--- config.mk ---
export PLATFORM = sky130hd
export DESIGN_NAME = spcl_top
export DESIGN_NICKNAME = d
export VERILOG_FILES = /design/src/rtl/spcl_pkg.sv /design/src/rtl/spcl_port_decode.sv /design/src/rtl/spcl_strap_cell.sv /design/src/rtl/spcl_top.sv
export SDC_FILE = /design/constraint.sdc
export NUM_CORES = 1
export LEC_CHECK = 0
export BUFFER_PORTS_ARGS = -buffer_cell sky130_fd_sc_hd__buf_2
export CAP_MARGIN = 25
export CORE_MARGIN = 2
export CORE_UTILIZATION = 42
export DETAILED_ROUTE_END_ITERATION = 16
export HOLD_SLACK_MARGIN = 0.03
export PLACE_DENSITY = 0.76
export SKIP_CTS_REPAIR_TIMING = 1
export SLEW_MARGIN = 20
export SYNTH_ARGS = -nofsm -noshare
export SYNTH_HDL_FRONTEND = slang
export SYNTH_SLANG_ARGS = --single-unit
--- constraint.sdc ---
create_clock -name ref_clk_i -period 1.5 [get_ports ref_clk_i]
set_input_delay 0.225 -clock ref_clk_i [delete_from_list [all_inputs] [get_ports ref_clk_i]]
set_output_delay 0.225 -clock ref_clk_i [all_outputs]
set_load 0.01 [all_outputs]
--- src/rtl/spcl_pkg.sv ---
// constants for the strap pin configuration latch
// assumes a single 250 MHz clock and an apb register port
package spcl_pkg;
    // strap vector layout
    localparam int STRAP_W = 17;
    localparam int S_EMI_FILT = 0;
    localparam int S_FLOW_CTRL = 1;
    localparam int S_LINKUP = 2;
    localparam int S_NEG_A = 3;
    localparam int S_NEG_B = 4;
    localparam int S_MGMT_HI = 5;
    localparam int S_MGMT_LO = 6;
    localparam int S_AUTOSTART = 7;
    localparam int S_P6_MODE_HI = 8;
    localparam int S_P6_MODE_LO = 9;
    localparam int S_P6_ROLE = 10;
    localparam int S_P6_SPEED = 11;
    localparam int S_P7_MODE_HI = 12;
    localparam int S_P7_MODE_LO = 13;
    localparam int S_P7_ROLE = 14;
    localparam int S_P7_SPEED = 15;
    localparam int S_INBAND = 16;
    localparam logic [16:0] STRAP_RST = 17'h000ff;
    // register offsets
    localparam logic [11:0] CTRL_OFS = 12'h000;
    localparam logic [11:0] STRAP_OFS = 12'h004;
    localparam logic [11:0] CFG_OFS = 12'h008;
    localparam logic [11:0] PORT_OFS = 12'h00c;
    localparam int CTRL_SOFT_RST = 0;
    localparam int CTRL_START = 1;
    localparam logic CTRL_START_RST = 1'b0;
    // decoded configuration word
    localparam int CFG_W = 14;
    localparam int C_EMI_FILT = 0;
    localparam int C_FLOW_CTRL = 1;
    localparam int C_FAST = 2;
    localparam int C_AUTONEG = 3;
    localparam int C_AUTO_MDIX = 4;
    localparam int C_MDIX = 5;
    localparam int C_FULL_DPX = 6;
    localparam int C_NAND = 7;
    localparam int C_NEG_RSVD = 8;
    localparam int C_MGMT = 9;
    localparam int C_FWD = 11;
    localparam int C_INBAND = 12;
    localparam int C_VALID = 13;
    localparam logic [13:0] CFG_RST = 14'h041a;
    // per port configuration byte
    localparam int P_MODE = 0;
    localparam int P_MAC = 2;
    localparam int P_REF_OUT = 3;
    localparam int P_REF_IN = 4;
    localparam int P_SPD1000 = 5;
    localparam int P_RSVD = 6;
    localparam int P_SPD_BAD = 7;
    localparam logic [7:0] PORT_RST = 8'h20;
    // codes
    localparam logic [1:0] MGMT_MDIO = 2'h0;
    localparam logic [1:0] MGMT_I2C = 2'h1;
    localparam logic [1:0] MGMT_SPI = 2'h2;
    localparam logic [1:0] PMODE_RGMII = 2'h0;
    localparam logic [1:0] PMODE_RMII = 2'h1;
    localparam logic [1:0] PMODE_RSVD = 2'h2;
    localparam logic [1:0] PMODE_MII = 2'h3;
    // software reset hold time
    localparam int CLK_PERIOD_NS = 4;
    localparam int SOFT_RST_NS = 100;
    localparam logic [7:0] SOFT_RST_CYC = 8'((SOFT_RST_NS + CLK_PERIOD_NS - 1) / CLK_PERIOD_NS);
endpackage

--- src/rtl/spcl_port_decode.sv ---
// decodes the mode, clock role and speed straps of one mac port
// assumes latched strap inputs; purely combinational
`timescale 1ns/1ps
module spcl_port_decode (
    // latched straps
    input wire logic [1:0] mode_i,
    input wire logic role_i,
    input wire logic speed_i,
    // decoded byte
    output logic [7:0] cfg_o
);
    logic is_rmii;
    logic is_mii;

    assign is_rmii = (mode_i == spcl_pkg::PMODE_RMII);
    assign is_mii = (mode_i == spcl_pkg::PMODE_MII);

    always_comb begin
        cfg_o = '0;
        cfg_o[spcl_pkg::P_MODE +: 2] = mode_i;
        cfg_o[spcl_pkg::P_RSVD] = (mode_i == spcl_pkg::PMODE_RSVD);
        cfg_o[spcl_pkg::P_MAC] = is_mii & role_i;
        cfg_o[spcl_pkg::P_REF_OUT] = is_rmii & ~role_i;
        cfg_o[spcl_pkg::P_REF_IN] = is_rmii & role_i;
        cfg_o[spcl_pkg::P_SPD1000] = ~speed_i;
        cfg_o[spcl_pkg::P_SPD_BAD] = (is_rmii | is_mii) & ~speed_i;
    end
endmodule

--- src/rtl/spcl_strap_cell.sv ---
// one shared strap pin: hi-z while held, sample, then normal drive
// assumes capture and drive enable come from the sequencer in the top
`timescale 1ns/1ps
module spcl_strap_cell #(
    parameter logic RST_VAL = 1'b0
) (
    // clock and reset
    input wire logic clk_i,
    input wire logic rst_n_i,
    // sequencer
    input wire logic capture_i,
    input wire logic drive_en_i,
    // pin and normal function
    input wire logic pad_i,
    input wire logic func_i,
    output logic strap_o,
    output logic pad_o,
    output logic pad_oe_o
);
    // latched level, only changed at capture
    always_ff @(posedge clk_i or negedge rst_n_i) begin
        if (!rst_n_i) begin
            strap_o <= RST_VAL;
        end else if (capture_i) begin
            strap_o <= pad_i;
        end
    end

    // output enable stays low until the sequencer releases the pin
    always_ff @(posedge clk_i or negedge rst_n_i) begin
        if (!rst_n_i) begin
            pad_oe_o <= 1'b0;
        end else begin
            pad_oe_o <= drive_en_i;
        end
    end

    always_ff @(posedge clk_i or negedge rst_n_i) begin
        if (!rst_n_i) begin
            pad_o <= 1'b0;
        end else begin
            pad_o <= drive_en_i & func_i;
        end
    end
endmodule

--- src/rtl/spcl_top.sv ---
// strap pin configuration latch with apb status and control
// assumes pins synchronous to ref_clk_i and board pulls on every strap
//
// Summary of operation
// - strap pins undriven while chip reset held
// - sample strap levels as reset releases
// - pins become driven outputs after reset
// - software reset also resamples the straps
// - emission filter strap 0 enables filtering
// - flow control strap 1 enables flow control
// - linkup strap 0: fast, no negotiation, full duplex
// - normal linkup: negotiation pair decode
// - fast linkup: strap a picks mdi or crossed
// - management select: mdio, i2c, spi
// - autostart off: forward only after start bit
// - port 6 interface mode decode
// - port 6 clock role and reference direction
// - port 6 speed select, board straps 100
// - port 7 interface mode decode
// - port 7 clock role and reference direction
// - port 7 speed select, board straps 100
// - in-band management strap 1 enables it
//
// Implementation choices: the APB interface to the registers and the register offsets.
`timescale 1ns/1ps
module spcl_top (
    // clock and reset
    input wire logic ref_clk_i,
    input wire logic reset_n_i,
    // apb slave
    input wire logic psel_i,
    input wire logic penable_i,
    input wire logic pwrite_i,
    input wire logic [11:0] paddr_i,
    input wire logic [31:0] pwdata_i,
    input wire logic [3:0] pstrb_i,
    output logic [31:0] prdata_o,
    output logic pready_o,
    output logic pslverr_o,
    // shared strap pins
    input wire logic [16:0] strap_pad_i,
    input wire logic [16:0] func_out_i,
    output logic [16:0] strap_pad_o,
    output logic [16:0] strap_pad_oe_o,
    // device wide settings
    output logic emission_filter_en_o,
    output logic flow_ctrl_en_o,
    output logic fast_linkup_o,
    output logic autoneg_en_o,
    output logic auto_mdix_en_o,
    output logic mdix_crossed_o,
    output logic force_full_duplex_o,
    output logic nand_tree_test_o,
    output logic neg_reserved_o,
    output logic [1:0] mgmt_mode_o,
    output logic forward_en_o,
    output logic inband_mgmt_en_o,
    output logic strap_valid_o,
    // mac port settings
    output logic [7:0] p6_cfg_o,
    output logic [7:0] p7_cfg_o
);
    localparam int SOFT_WAIT_MAX = 40;

    typedef enum logic [1:0] {
        ST_SAMPLE,
        ST_RUN,
        ST_SOFT
    } spcl_state_t;

    spcl_state_t st_q;
    logic [7:0] soft_cnt_q;
    logic capture;
    logic drive_en;
    logic soft_req;
    logic [16:0] strap;
    logic [13:0] cfg_q;
    logic [13:0] cfg_d;
    logic [7:0] p6_q;
    logic [7:0] p7_q;
    logic [7:0] p6_d;
    logic [7:0] p7_d;
    logic start_q;
    logic pready_q;
    logic pslverr_q;
    logic [31:0] prdata_q;
    logic access;
    logic take;
    logic hit;
    logic [31:0] rdata;
    logic wr_ctrl;

    // sequencer: sample once after any reset, then drive
    assign capture = (st_q == ST_SAMPLE);
    assign drive_en = (st_q == ST_RUN);

    always_ff @(posedge ref_clk_i or negedge reset_n_i) begin
        if (!reset_n_i) begin
            st_q <= ST_SAMPLE;
        end else begin
            unique case (st_q)
                ST_SAMPLE: begin
                    st_q <= ST_RUN;
                end
                ST_RUN: begin
                    if (soft_req) begin
                        st_q <= ST_SOFT;
                    end
                end
                ST_SOFT: begin
                    if (soft_cnt_q == 8'h00) begin
                        st_q <= ST_SAMPLE;
                    end
                end
                default: begin
                    st_q <= ST_SAMPLE;
                end
            endcase
        end
    end

    // software reset holds pins undriven for a fixed time
    always_ff @(posedge ref_clk_i or negedge reset_n_i) begin
        if (!reset_n_i) begin
            soft_cnt_q <= 8'h00;
        end else if (st_q == ST_RUN && soft_req) begin
            soft_cnt_q <= spcl_pkg::SOFT_RST_CYC;
        end else if (st_q == ST_SOFT && soft_cnt_q != 8'h00) begin
            soft_cnt_q <= soft_cnt_q - 8'h01;
        end
    end

    // one cell per shared strap pin
    for (genvar g = 0; g < spcl_pkg::STRAP_W; g++) begin : g_cell
        spcl_strap_cell #(
            .RST_VAL(spcl_pkg::STRAP_RST[g])
        ) u_cell (
            .clk_i(ref_clk_i),
            .rst_n_i(reset_n_i),
            .capture_i(capture),
            .drive_en_i(drive_en),
            .pad_i(strap_pad_i[g]),
            .func_i(func_out_i[g]),
            .strap_o(strap[g]),
            .pad_o(strap_pad_o[g]),
            .pad_oe_o(strap_pad_oe_o[g])
        );
    end

    // mac port decoders
    spcl_port_decode u_p6 (
        .mode_i({strap[spcl_pkg::S_P6_MODE_HI], strap[spcl_pkg::S_P6_MODE_LO]}),
        .role_i(strap[spcl_pkg::S_P6_ROLE]),
        .speed_i(strap[spcl_pkg::S_P6_SPEED]),
        .cfg_o(p6_d)
    );

    spcl_port_decode u_p7 (
        .mode_i({strap[spcl_pkg::S_P7_MODE_HI], strap[spcl_pkg::S_P7_MODE_LO]}),
        .role_i(strap[spcl_pkg::S_P7_ROLE]),
        .speed_i(strap[spcl_pkg::S_P7_SPEED]),
        .cfg_o(p7_d)
    );

    // device wide decode
    always_comb begin
        logic normal;
        logic [1:0] neg;
        normal = strap[spcl_pkg::S_LINKUP];
        neg = {strap[spcl_pkg::S_NEG_A], strap[spcl_pkg::S_NEG_B]};
        cfg_d = '0;
        cfg_d[spcl_pkg::C_EMI_FILT] = ~strap[spcl_pkg::S_EMI_FILT];
        cfg_d[spcl_pkg::C_FLOW_CTRL] = strap[spcl_pkg::S_FLOW_CTRL];
        cfg_d[spcl_pkg::C_FAST] = ~normal;
        cfg_d[spcl_pkg::C_FULL_DPX] = ~normal;
        cfg_d[spcl_pkg::C_AUTO_MDIX] = normal;
        cfg_d[spcl_pkg::C_AUTONEG] = normal & (neg == 2'h3);
        cfg_d[spcl_pkg::C_NAND] = normal & (neg == 2'h2);
        cfg_d[spcl_pkg::C_NEG_RSVD] = normal & (neg == 2'h0);
        cfg_d[spcl_pkg::C_MDIX] = ~normal & ~strap[spcl_pkg::S_NEG_A];
        if (strap[spcl_pkg::S_MGMT_HI]) begin
            cfg_d[spcl_pkg::C_MGMT +: 2] = spcl_pkg::MGMT_SPI;
        end else if (strap[spcl_pkg::S_MGMT_LO]) begin
            cfg_d[spcl_pkg::C_MGMT +: 2] = spcl_pkg::MGMT_I2C;
        end else begin
            cfg_d[spcl_pkg::C_MGMT +: 2] = spcl_pkg::MGMT_MDIO;
        end
        cfg_d[spcl_pkg::C_FWD] = drive_en & (strap[spcl_pkg::S_AUTOSTART] | start_q);
        cfg_d[spcl_pkg::C_INBAND] = strap[spcl_pkg::S_INBAND];
        cfg_d[spcl_pkg::C_VALID] = drive_en;
    end

    always_ff @(posedge ref_clk_i or negedge reset_n_i) begin
        if (!reset_n_i) begin
            cfg_q <= spcl_pkg::CFG_RST;
        end else begin
            cfg_q <= cfg_d;
        end
    end

    always_ff @(posedge ref_clk_i or negedge reset_n_i) begin
        if (!reset_n_i) begin
            p6_q <= spcl_pkg::PORT_RST;
            p7_q <= spcl_pkg::PORT_RST;
        end else begin
            p6_q <= p6_d;
            p7_q <= p7_d;
        end
    end

    assign emission_filter_en_o = cfg_q[spcl_pkg::C_EMI_FILT];
    assign flow_ctrl_en_o = cfg_q[spcl_pkg::C_FLOW_CTRL];
    assign fast_linkup_o = cfg_q[spcl_pkg::C_FAST];
    assign autoneg_en_o = cfg_q[spcl_pkg::C_AUTONEG];
    assign auto_mdix_en_o = cfg_q[spcl_pkg::C_AUTO_MDIX];
    assign mdix_crossed_o = cfg_q[spcl_pkg::C_MDIX];
    assign force_full_duplex_o = cfg_q[spcl_pkg::C_FULL_DPX];
    assign nand_tree_test_o = cfg_q[spcl_pkg::C_NAND];
    assign neg_reserved_o = cfg_q[spcl_pkg::C_NEG_RSVD];
    assign mgmt_mode_o = cfg_q[spcl_pkg::C_MGMT +: 2];
    assign forward_en_o = cfg_q[spcl_pkg::C_FWD];
    assign inband_mgmt_en_o = cfg_q[spcl_pkg::C_INBAND];
    assign strap_valid_o = cfg_q[spcl_pkg::C_VALID];
    assign p6_cfg_o = p6_q;
    assign p7_cfg_o = p7_q;

    // apb slave, one wait state on every transfer
    assign access = psel_i & penable_i & ~pready_q;
    assign take = psel_i & penable_i & pready_q;
    assign wr_ctrl = take & pwrite_i & pstrb_i[0] & (paddr_i[11:2] == spcl_pkg::CTRL_OFS[11:2]);
    assign soft_req = wr_ctrl & pwdata_i[spcl_pkg::CTRL_SOFT_RST];

    always_comb begin
        hit = 1'b1;
        rdata = '0;
        case (paddr_i[11:2])
            spcl_pkg::CTRL_OFS[11:2]: begin
                rdata[spcl_pkg::CTRL_SOFT_RST] = ~drive_en;
                rdata[spcl_pkg::CTRL_START] = start_q;
            end
            spcl_pkg::STRAP_OFS[11:2]: begin
                rdata[16:0] = strap;
            end
            spcl_pkg::CFG_OFS[11:2]: begin
                rdata[13:0] = cfg_q;
            end
            spcl_pkg::PORT_OFS[11:2]: begin
                rdata[15:0] = {p7_q, p6_q};
            end
            default: begin
                hit = 1'b0;
            end
        endcase
    end

    always_ff @(posedge ref_clk_i or negedge reset_n_i) begin
        if (!reset_n_i) begin
            pready_q <= 1'b0;
            pslverr_q <= 1'b0;
            prdata_q <= 32'h0000_0000;
        end else begin
            pready_q <= access;
            pslverr_q <= access & ~hit;
            prdata_q <= (access & ~pwrite_i) ? rdata : 32'h0000_0000;
        end
    end

    // start switch bit, written by software
    always_ff @(posedge ref_clk_i or negedge reset_n_i) begin
        if (!reset_n_i) begin
            start_q <= spcl_pkg::CTRL_START_RST;
        end else if (wr_ctrl) begin
            start_q <= pwdata_i[spcl_pkg::CTRL_START];
        end
    end

    assign prdata_o = prdata_q;
    assign pready_o = pready_q;
    assign pslverr_o = pslverr_q;

    // checks, armed one edge after reset release so the release edge starts no attempt
    logic chk_en_q;

    always_ff @(posedge ref_clk_i or negedge reset_n_i) begin
        if (!reset_n_i) begin
            chk_en_q <= 1'b0;
        end else begin
            chk_en_q <= 1'b1;
        end
    end
endmodule

==> impl_results.md <==
* Status: finished, violations left
* Failing checks: setup timing
* CTS sink count at 93
* Final min period at 1.521 ns
* Via count at 2739
* Initial antenna violation count at 0
* H-tree depth at 3
* Crit Path Category: flip-flop to flip-flop
* Distinct cells, synth at 45
* Antenna Nets Post-Route at 0
* DR WL/cell at 14.74 um
* Highest-count cells in the layout ignoring fill and taps: buf_2, dfrtp_1, mux2_2
* Vias in the first global route at 2738
* Std-Cell Rows at 35
* WP data arrival at 1.76 ns
* Commonest non-fill, non-tap cell in the layout: buf_2
* F_max at 0.6573 GHz
* Ports at 185
* Port bufs at 134
* Area growth syn-to-layout at 22.99%
* RSZ-0062 raised after global routing: yes
* Largest net degree at the start of global routing at 94
* Hold path depth at 2
* Core footprint at 9240 um2
* Sequential share of the synthesized area at 58.86%
* Inserted Diodes at 0
* PnR Total Power at 4.716 mW
* Max Clock Skew at 0.01053 ns
* First-pass GRT wire length at 13140 um
* R2R depth at 6
* Finish-stage setup viols at 2
* FF+latch count, synth at 93
* CP Launch Type: flip-flop
* Critical R2R Capture: soft_cnt_q[5]$_DFFE_PN0P_
* Min-Delay Endpoint: g_cell[9].u_cell.pad_o$_DFF_PN0_
* Asr flop ratio synth at 100.0%
* Power per cell area at 962.4 nW/um2
* Worst skew pair latency at 0.35 ns
* Critical Path End Type: flip-flop
* Total Wirelength at 8547 um
* Worst-path clk slew at 0.09 ns
* Post-DP Area at 4653 um2
* Synth warn at 0
* Total GRT Usage at 16.81%
* Die Span Y at 101.4 um
* R2r startpoint: soft_cnt_q[1]$_DFFE_PN0P_
* Dpl hpwl at 6010 um
* Die X at 101.4 um
* Final core utilization at 53.03%
* Die area at 10280 um2
* Initial DRC Count at 106
* Initial Utilization at 43.11%
* Top FF cell, synth: dfrtp_1
* Placed cell count at 563
* Pleak at 2.396 nW
* Crit Path Max Fanout at 3
* Drt pass-1 iters at 4
* Number of flops mapped to enable cells by yosys at 0
* Mapped Cells at 327
* Syn_area_per_cell at 12.18 um2
* Crit path required time at 1.74 ns
* Final Wtd Congestion at 0.8036
* Worst hold path class: input pin to flip-flop
* Hold Crit Start: func_out_i[9]
* Final #Nets at 535
* DRC Markers at 0
* Cts bufs inserted at 9
* Design area at 4900 um2
* Final cell count without fillers at 580
* Vias per inst at 4.722
* Max Cap Viol at 0
* Share of post-route cells with drive strength above 1 at 50.11%
* Reg2reg setup slack at -0.02 ns
* Peak supply drop at 0.4983 mV
* Clock buffer depth at 2
* CTS root buf: clkbuf_8
* Slew Limit Fails at 0
* CTS tree: done
* Mapped cell area at 3984 um2
* Final hold violations at 0
* GR Overflow Total at 0
* Setup WS post-layout at -0.02142 ns
* Final worst-path cycle share at 101.4%
-- power breakdown --
group	internal, mW	total (mW)	switching (mW)
clock network	0.779	1.65	0.869
logic	0.189	0.405	0.216
registers	2.61	2.66	0.0583
-- worst max-delay path by stage --
stage | start | endpoint | slack (ns) | depth (start not counted)
2_1_floorplan | soft_cnt_q[0]$_DFFE_PN0P_ | soft_cnt_q[5]$_DFFE_PN0P_ | -0.01 | 6
3_3_place_gp | paddr_i[9] | prdata_o[16]$_DFF_PN0_ | -0.16 | 5
3_5_place_dp | paddr_i[9] | prdata_o[16]$_DFF_PN0_ | -0.20 | 5
4_1_cts | soft_cnt_q[0]$_DFFE_PN0P_ | soft_cnt_q[3]$_DFFE_PN0P_ | -0.06 | 4
5_1_grt | soft_cnt_q[1]$_DFFE_PN0P_ | soft_cnt_q[5]$_DFFE_PN0P_ | -0.07 | 6
6_report | soft_cnt_q[1]$_DFFE_PN0P_ | soft_cnt_q[5]$_DFFE_PN0P_ | -0.02 | 6
-- flip-flops by register name, indices dropped and copies added (netlist names) --
register and flops:
g_cell.u_cell.pad_o 17, g_cell.u_cell.strap_o 17, prdata_o 17, cfg_q 13, p6_cfg_o 8, p7_cfg_o 8
soft_cnt_q 8, st_q 2, pready_o 1, pslverr_o 1, start_q 1
-- logic make-up after synthesis --
kind of cell             Yosys count  share of synthesized area (%)
other                              1                        0.09413
AND/OR/NAND/NOR                   98                          14.60
buffers and inverters             67                          11.28
AO/OA/AOI/OAI                     33                          5.528
multiplexers                      28                          7.915
flip-flops                        93                          58.86
adder cells (fa/ha/maj)            2                         0.6280
XOR/XNOR                           5                          1.099
-- cell type report --
| cell class | count | area (um2) |
|---|---|---|
| Clock buffer | 11 | 131.4 |
| Clock inverter | 5 | 60.06 |
| Fill cell | 836 | 4340 |
| Inverter | 7 | 26.28 |
| Multi-Input combinational cell | 181 | 1299 |
| Sequential cell | 93 | 2346 |
| Tap cell | 129 | 161.4 |
| Timing Repair Buffer | 154 | 875.8 |
-- critical path, stage by stage, from the launching register on --
cell and delay [ns]:
dfrtp_1 0.39, inv_2 0.07, ha_4 0.15, nor3b_4 0.15, a21o_1 0.20, o31a_1 0.30, o21a_1 0.16
-- layer usage --
| metal | wire length, um | track usage (%) |
|---|---|---|
| met5 | 0 | 0 |
| met4 | 147 | 5.717 |
| met1 | 3699 | 21.71 |
| met2 | 4268 | 28.02 |
| met3 | 432 | 3.865 |
-- Yosys cell counts (all sizes together), types with 4 or more instances --
library cell  instances  area [um2]
o21ai                 9       45.04
nor2                 24       106.4
nor3b                 5       42.54
nor4                  4       40.04
mux2                 25       285.3
dfrtp                79        1977
xnor2                 5       43.79
buf                  54       400.4
a21oi                 5       25.02
and2                 17       106.4
nand2                21       78.83
clkbuf                6       22.52
inv                   7       26.28
dfstp                14       367.9
a22oi                10       75.07
nor2b                 7       43.79
-- through the flow --
step	hold WS [ns]	TNS [ns]	setup slack, ns
CTS	-0.08299	-0.1813	-0.06435
finish	0.06698	-0.02239	-0.02142
global placement	0.3029	-1.759	-0.1593
detailed placement	0.3098	-2.428	-0.2007
global route	0.05301	-0.3095	-0.07224
floorplan	-0.07059	-0.01380	-0.01380
Power figures use the tool's default switching activity.
